[src/logic/awl_pkg.sv]
// Constants for the long-sector write command handler.
// Assumes a single system clock shared with the task-file logic.
`default_nettype none

package awl_pkg;
    // Command codes, both start the same single-sector write
    localparam logic [7:0] CMD_LONG_RETRY = 8'h32;
    localparam logic [7:0] CMD_LONG_NORETRY = 8'h33;

    // Data phase layout
    localparam int DATA_BYTES = 512;
    localparam int ECC_BYTES = 4;
    localparam int XFER_BYTES = DATA_BYTES + ECC_BYTES;
    localparam int BUF_AW = 10;
    localparam logic [BUF_AW-1:0] LAST_IDX = BUF_AW'(XFER_BYTES - 1);

    // Drive/head fields
    localparam int DH_LBA_BIT = 6;
    localparam int DH_DRV_BIT = 4;

    // Status bit positions
    localparam int ST_BSY = 7;
    localparam int ST_DRDY = 6;
    localparam int ST_DWF = 5;
    localparam int ST_DSC = 4;
    localparam int ST_DRQ = 3;
    localparam int ST_CORR = 2;
    localparam int ST_IDX = 1;
    localparam int ST_ERR = 0;

    // Error bit positions that this command may report
    localparam int ER_BBK = 7;
    localparam int ER_IDNF = 4;
    localparam int ER_AMNF = 0;

    // Reset values
    localparam logic [7:0] STATUS_RST = 8'h50;
    localparam logic [7:0] ERROR_RST = 8'h00;
    localparam logic [7:0] TF_RST = 8'h00;
endpackage : awl_pkg

`default_nettype wire

[src/logic/awl_buf_if.sv]
// Port bundle between the command handler and its sector buffer.
// Assumes both ends run on the same clock.
`timescale 1ns/10ps
`default_nettype none

interface awl_buf_if;
    logic we;
    logic [awl_pkg::BUF_AW-1:0] waddr;
    logic [7:0] wdata;
    logic [awl_pkg::BUF_AW-1:0] raddr;
    logic [7:0] rdata;

    modport ctrl (output we, output waddr, output wdata, output raddr, input rdata);
    modport mem (input we, input waddr, input wdata, input raddr, output rdata);
endinterface : awl_buf_if

`default_nettype wire

[src/logic/awl_top.sv]
// Long-sector write command handler: takes the command, collects one
// sector with its check bytes, streams it to flash, posts the task file.
// Assumes task-file strobes and flash answers come from the same clock.
`timescale 1ns/10ps
`default_nettype none

// Operation
// - Codes 32h and 33h both start the same one-sector write.
// - Sector count from the host is ignored; exactly one sector is written.
// - Host sends 512 data then 4 check bytes; buffered, then programmed.
// - Drive/head low nibble is head or LBA 27:24; L selects LBA, D drive.
// - Cylinder high, cylinder low, sector number carry remaining address bytes.
// - Completion status 0,1,0,1 fixed bits; error reports only BBK, IDNF, AMNF.
// - Address registers hold the address given with the command at completion, error or not.
module awl_top (
    // Clock and reset
    input wire logic CLK_SYS,
    input wire logic RST,
    // Task file from host logic
    input wire logic CMD_WR,
    input wire logic [7:0] CMD_CODE,
    input wire logic [7:0] DEV_HEAD,
    input wire logic [7:0] CYL_HI,
    input wire logic [7:0] CYL_LO,
    input wire logic [7:0] SEC_NUM,
    // Data phase
    input wire logic DATA_VALID,
    input wire logic [7:0] DATA_BYTE,
    // Flash programming
    output logic FL_START,
    output logic FL_LBA,
    output logic FL_DRIVE,
    output logic [27:0] FL_ADDR,
    output logic FL_VALID,
    output logic [7:0] FL_BYTE,
    input wire logic FL_DONE,
    input wire logic FL_BAD_BLOCK,
    input wire logic FL_ID_NF,
    input wire logic FL_AM_NF,
    // Completion task file
    output logic [7:0] STATUS,
    output logic [7:0] ERROR,
    output logic [7:0] TF_DEV_HEAD,
    output logic [7:0] TF_CYL_HI,
    output logic [7:0] TF_CYL_LO,
    output logic [7:0] TF_SEC_NUM,
    output logic [7:0] TF_SEC_CNT,
    output logic CMD_DONE
);
    typedef enum logic [1:0] {ST_IDLE, ST_XFER, ST_PROG, ST_WAIT} awl_state_e;

    awl_state_e state_q, state_d;
    logic [awl_pkg::BUF_AW-1:0] cnt_q, cnt_d;
    logic [7:0] dh_q, dh_d;
    logic [7:0] ch_q, ch_d;
    logic [7:0] cl_q, cl_d;
    logic [7:0] sn_q, sn_d;
    logic [7:0] sc_q, sc_d;
    logic [7:0] status_q, status_d;
    logic [7:0] error_q, error_d;
    logic start_q, start_d;
    logic rd_q, rd_d;
    logic fvalid_q, fvalid_d;
    logic [7:0] byte_q, byte_d;
    logic done_q, done_d;
    logic is_long;

    awl_buf_if buf_if ();

    awl_sector_buf #(
        .DEPTH(awl_pkg::XFER_BYTES)
    ) u_buf (
        .clk(CLK_SYS),
        .bus(buf_if)
    );

    assign is_long = (CMD_CODE == awl_pkg::CMD_LONG_RETRY) || (CMD_CODE == awl_pkg::CMD_LONG_NORETRY);

    // Buffer fill during data phase, sequential drain during programming
    assign buf_if.we = (state_q == ST_XFER) && DATA_VALID;
    assign buf_if.waddr = cnt_q;
    assign buf_if.wdata = DATA_BYTE;
    assign buf_if.raddr = cnt_q;

    always_comb
    begin
        state_d = state_q;
        cnt_d = cnt_q;
        dh_d = dh_q;
        ch_d = ch_q;
        cl_d = cl_q;
        sn_d = sn_q;
        sc_d = sc_q;
        error_d = error_q;
        start_d = 1'b0;
        rd_d = 1'b0;
        done_d = 1'b0;
        case (state_q)
            ST_IDLE:
            begin
                // Commands other than the two codes are left to other handlers
                if (CMD_WR && is_long)
                begin
                    dh_d = DEV_HEAD;
                    ch_d = CYL_HI;
                    cl_d = CYL_LO;
                    sn_d = SEC_NUM;
                    error_d = awl_pkg::ERROR_RST;
                    cnt_d = '0;
                    state_d = ST_XFER;
                end
            end
            ST_XFER:
            begin
                if (DATA_VALID)
                begin
                    if (cnt_q == awl_pkg::LAST_IDX)
                    begin
                        cnt_d = '0;
                        start_d = 1'b1;
                        state_d = ST_PROG;
                    end
                    else
                    begin
                        cnt_d = cnt_q + 1'b1;
                    end
                end
            end
            ST_PROG:
            begin
                rd_d = 1'b1;
                if (cnt_q == awl_pkg::LAST_IDX)
                begin
                    cnt_d = '0;
                    state_d = ST_WAIT;
                end
                else
                begin
                    cnt_d = cnt_q + 1'b1;
                end
            end
            ST_WAIT:
            begin
                if (FL_DONE)
                begin
                    error_d = awl_pkg::ERROR_RST;
                    error_d[awl_pkg::ER_BBK] = FL_BAD_BLOCK;
                    error_d[awl_pkg::ER_IDNF] = FL_ID_NF;
                    error_d[awl_pkg::ER_AMNF] = FL_AM_NF;
                    sc_d = (FL_BAD_BLOCK || FL_ID_NF || FL_AM_NF) ? 8'h01 : 8'h00;
                    done_d = 1'b1;
                    state_d = ST_IDLE;
                end
            end
            default:
            begin
                state_d = ST_IDLE;
            end
        endcase
        fvalid_d = rd_q;
        // Re-time buffer read data so each byte lines up with its valid
        byte_d = buf_if.rdata;

        // Status follows the next state so it lines up with it
        status_d = awl_pkg::STATUS_RST;
        status_d[awl_pkg::ST_BSY] = (state_d == ST_PROG) || (state_d == ST_WAIT) || ((state_d == ST_IDLE) && rd_q);
        status_d[awl_pkg::ST_DRQ] = (state_d == ST_XFER);
        status_d[awl_pkg::ST_ERR] = |error_d;
    end

    always_ff @(posedge CLK_SYS or posedge RST)
    begin
        if (RST)
        begin
            state_q <= ST_IDLE;
            cnt_q <= '0;
            dh_q <= awl_pkg::TF_RST;
            ch_q <= awl_pkg::TF_RST;
            cl_q <= awl_pkg::TF_RST;
            sn_q <= awl_pkg::TF_RST;
            sc_q <= awl_pkg::TF_RST;
            status_q <= awl_pkg::STATUS_RST;
            error_q <= awl_pkg::ERROR_RST;
            start_q <= 1'b0;
            rd_q <= 1'b0;
            fvalid_q <= 1'b0;
            byte_q <= 8'h00;
            done_q <= 1'b0;
        end
        else
        begin
            state_q <= state_d;
            cnt_q <= cnt_d;
            dh_q <= dh_d;
            ch_q <= ch_d;
            cl_q <= cl_d;
            sn_q <= sn_d;
            sc_q <= sc_d;
            status_q <= status_d;
            error_q <= error_d;
            start_q <= start_d;
            rd_q <= rd_d;
            fvalid_q <= fvalid_d;
            byte_q <= byte_d;
            done_q <= done_d;
        end
    end

    assign FL_START = start_q;
    assign FL_LBA = dh_q[awl_pkg::DH_LBA_BIT];
    assign FL_DRIVE = dh_q[awl_pkg::DH_DRV_BIT];
    assign FL_ADDR = {dh_q[3:0], ch_q, cl_q, sn_q};
    assign FL_VALID = fvalid_q;
    assign FL_BYTE = byte_q;
    assign STATUS = status_q;
    assign ERROR = error_q;
    assign TF_DEV_HEAD = dh_q;
    assign TF_CYL_HI = ch_q;
    assign TF_CYL_LO = cl_q;
    assign TF_SEC_NUM = sn_q;
    assign TF_SEC_CNT = sc_q;
    assign CMD_DONE = done_q;
endmodule : awl_top

`default_nettype wire

[src/logic/awl_sector_buf.sv]
// Sector buffer: one sector plus its check bytes, registered read.
// Reading an entry in the cycle it is written returns the byte it held before.
`timescale 1ns/10ps
`default_nettype none

module awl_sector_buf #(
    parameter int DEPTH = awl_pkg::XFER_BYTES
) (
    // Clock
    input wire logic clk,
    // Buffer access
    awl_buf_if.mem bus
);
    logic [7:0] mem_q [DEPTH];
    logic [7:0] rdata_q;

    always_ff @(posedge clk)
    begin
        if (bus.we)
        begin
            mem_q[bus.waddr] <= bus.wdata;
        end
        rdata_q <= mem_q[bus.raddr];
    end

    assign bus.rdata = rdata_q;
endmodule : awl_sector_buf

`default_nettype wire

[config.mk]
export PLATFORM = sky130hd
export DESIGN_NAME = awl_top
export DESIGN_NICKNAME = d
export VERILOG_FILES = /design/src/logic/awl_pkg.sv /design/src/logic/awl_buf_if.sv /design/src/logic/awl_top.sv /design/src/logic/awl_sector_buf.sv
export SDC_FILE = /design/constraint.sdc
export NUM_CORES = 2
export LEC_CHECK = 0
export ABC_AREA = 0
export ABC_CLOCK_PERIOD_IN_PS = 5100
export BUFFER_PORTS_ARGS = -buffer_cell sky130_fd_sc_hd__buf_4
export CORE_MARGIN = 1.5
export CORE_UTILIZATION = 40
export DETAILED_ROUTE_END_ITERATION = 7
export SYNTH_ARGS = -nofsm -noshare
export SYNTH_HDL_FRONTEND = slang
export SYNTH_MEMORY_MAX_BITS = 65536
export SYNTH_SLANG_ARGS = --single-unit
[constraint.sdc]
create_clock -name CLK_SYS -period 5.1 [get_ports CLK_SYS]
set_input_delay 0.255 -clock CLK_SYS [delete_from_list [all_inputs] [get_ports CLK_SYS]]
set_output_delay 0.255 -clock CLK_SYS [all_outputs]
set_load 0.05 [all_outputs]
==> results.md <==
* Status: completed
* CORE AREA at 403000 sq um
* Async set-reset flop share out of synthesis at 0.0162
* Yosys reg bits at approximately 4200
* Setup TNS at 0 ns
* Io pins at 153
* Final WS setup at 0.254 ns
* Total routed wirelength at 486000 um
* Setup violations, final at 0
* CTS clk-pin slew, worst paths at 0.06 ns
* Gr usage total at 0.232
* Placer Congestion at about 0.87
* Critical-path top delay cell: dfrtp_4
* DP HPWL at 302000 um
* Pwr dens at 470 nW/um^2
* Post-synth top cells: 4128 x edfxtp_1, 1538 x mux2i_1, 710 x o22ai_1, 655 x nor2_1, 266 x buf_2
* CP dominant cell by count: buf_4
* Crit-path leading delay family: simple AND/OR/NAND/NOR gates
* Tmin final at 4.85 ns
* Worst Skew at 0.0602 ns
* Hold Path Class: input pin to register
* Initial antenna violation count at between 40 and 50
* Iteration-0 DRC Markers at 11700
* Post-synth cell types at 72
* Crit end category: register
* Seq/Total Area, Yosys at 0.775
* Max Cap Viol at 0
* CTS Hold Bufs at 72
* R2R Path End: u_buf.bus.rdata[3]$_DFF_P_
* Largest net degree at the start of global routing at 175
* DRC errors left at 0
* Number of cells on the critical path at 10
* Most numerous cell in the Yosys netlist: edfxtp_1
* Max_slew headroom at 0.0349
* Share of post-route cells with drive strength above 1 at 0.169
* R2R cell count at 10
* PortBufs at 139
* Synth area leader: edfxtp_1
* Clk buf depth at 4
* Number of routed nets with antenna violations at 0
* Max Slew Vio Count at 0
* Post-synth top area share at 0.764
* Worst EP arrival at 5.69 ns
* TritonCTS clock tree: yes
* Area delta synth->final at 15.3%
* Hold_ws at a little under 0.06 ns
* First drt pass iteration count at 5
* Setup CP Type: register to register
* Via count at 88700
* Max incr delay on CP at 1.17 ns
* Clk_lat worst skew at 1.00 ns
* Overall power at between 80000 and 90000 uW
* Die area at roughly 410000 sq um
* Sink Count at ~4200
* Critical path peak fanout at 57
* Routed vias/inst at a little under 6
* CP startpoint: buf_if.raddr[1]$_DFFE_PP0P_
* Least-Margin Pin Slew at 1.44 ns
* Dpl ws at 0.368 ns
* R2R Setup Slk at 0.25 ns
* Vias in the first global route at between 80000 and 90000
* Avg Inst Size Synth at 18.5 sq um
* R2r startpoint: buf_if.raddr[1]$_DFFE_PP0P_
* Die width at ~640 um
* First-pass GRT wire length at 674000 um
* Post-CTS setup buffers at 0
* Starting Density at 0.402
* Peak Freq at 206 MHz
* Unrepaired setup endpoints after global routing: no
* Chip Height at 640 um
* Final cycle utilization of the critical path at 0.950
* Post-synth top flop: edfxtp_1
* H-tree depth at 5
* Max VDD drop at 0.373 mV
* Fin. Hold Viols at 0
* Rows at 233
* Yosys warnings at 0
* Nets at 9454
* Clk root buf: clkbuf_16
* CP endpoint: u_buf.bus.rdata[3]$_DFF_P_
* EDFF count, synth at 4128
* Ranking of synthesized cells by area: edfxtp_1 76%, mux2i_1 9.5%, mux4_2 3.6%
* Remaining Overflow, GRT at 0
* Total CTS buffers at 419
* Worst path cell trace: buf_12 -> buf_4 -> mux2i_1 -> o22ai_1 -> nor4_1 -> a21oi_1 -> nor2_1 -> nor4bb_1 -> buf_4 -> nand4_1
* Buffers and inverters on the worst path at 3
* Post-Synthesis Cells at 8795
* LEAKAGE at 0.0606 uW
* Worst Setup Start Kind: register
* Netlist area before placement at 162000 sq um
* CP required at 5.95 ns
* Post-CTS sizing at 0
* DR WL/cell at 32.1 um
==> placed cells by master, fill, tap and decap left out, drive strengths merged, types with 15 or more instances in the layout <==
master,Yosys,final
a211oi,20,20
a21oi,34,34
a221oi,15,15
a22o,19,19
a22oi,49,49
a31oi,41,41
buf,410,674
bufinv,0,37
clkbuf,172,536
clkinv,1,181
dfrtp,68,68
dlygate4sd3,0,72
edfxtp,4128,4128
inv,13,22
mux2,40,40
mux2i,1538,1538
mux4,263,263
nand2,122,122
nand3,58,58
nand4,28,28
nor2,655,655
nor3,45,45
nor4,147,147
o21ai,69,69
o22ai,710,710
==> cell families (layout without fill, tap and decap cells) <==
logic type	count (synthesis)	count (layout)	share of synthesized area
flip-flops	4204	4204	0.775
multiplexers	1841	1841	0.134
AND/OR/NAND/NOR	1131	1131	0.0316
AO/OA/AOI/OAI	1006	1006	0.0398
buffers and inverters	596	1533	0.0182
adder cells (fa/ha/maj)	8	8	0.000617
XOR/XNOR	7	7	0.000378
other	2	24	0.0000463
==> state kept, by name (all words and copies together) (netlist names) <==
register,count
STATUS,3
TF_CYL_LO,8
TF_CYL_HI,8
FL_VALID,1
FL_START,1
u_buf.bus.rdata,8
FL_BYTE,8
fvalid_d,1
TF_SEC_NUM,8
CMD_DONE,1
u_buf.mem_q,4128
state_q,2
ERROR,8
TF_DEV_HEAD,8
buf_if.raddr,10
TF_SEC_CNT,1
==> worst min-delay path, cell delays in order <==
cell and delay [ns]:
dlygate4sd3_1 0.53, buf_4 0.10, mux2_2 0.13
==> routing by layer <==
metal / part of all wire / up-vias / track usage
met2: 0.47 / 4654 / 0.371
met3: 0.093 / 843 / 0.0438
met5: 0.00043 / - / 0
met4: 0.039 / 32 / 0.0837
li1: - / 36700 / -
met1: 0.40 / 46500 / 0.317
==> cell type report <==
class / instances / area, sq um
Antenna cell: 12 / 30.0
Timing Repair Buffer: 746 / 7090
Multi-Input combinational cell: 4005 / 33800
Fill cell: 33500 / 216000
Tap cell: 5405 / 6760
Inverter: 14 / 55.1
Sequential cell: 4204 / 126000
Clock buffer: 536 / 11300
Clock inverter: 237 / 2270
==> worst min path at each step <==
stage,depth (start not counted),startpoint,slack [ns],to
3_3_place_gp,2,RST,0.21,TF_DEV_HEAD[2]$_DFFE_PP0P_
5_1_grt,3,SEC_NUM[4],0.05,TF_SEC_NUM[4]$_DFFE_PP0P_
2_1_floorplan,0,u_buf.bus.rdata[0]$_DFF_P_,0.32,FL_BYTE[0]$_DFF_PP0_
6_report,3,SEC_NUM[2],0.06,TF_SEC_NUM[2]$_DFFE_PP0P_
3_5_place_dp,2,RST,0.22,TF_DEV_HEAD[2]$_DFFE_PP0P_
4_1_cts,3,DEV_HEAD[5],0.003,TF_DEV_HEAD[5]$_DFFE_PP0P_
==> through the flow <==
step / cell area, sq um / utilization / cells
6_report: 187000 / 0.464 / 15200
2_1_floorplan: 162000 / - / 8805
5_1_grt: 187000 / 0.464 / 15100
3_5_place_dp: 173000 / 0.429 / 14300
4_1_cts: 187000 / 0.464 / 15100
3_3_place_gp: 173000 / 0.429 / 14300
==> power breakdown <==
part / switching, uW / internal, uW / total [uW]
Combinational: 11500 / 7390 / 18900
Clock: 13100 / 17500 / 30600
Sequential: 408 / 38100 / 38500
Total: 25000 / 63000 / 87900
Note: power is estimated with default switching activity, not from simulation.
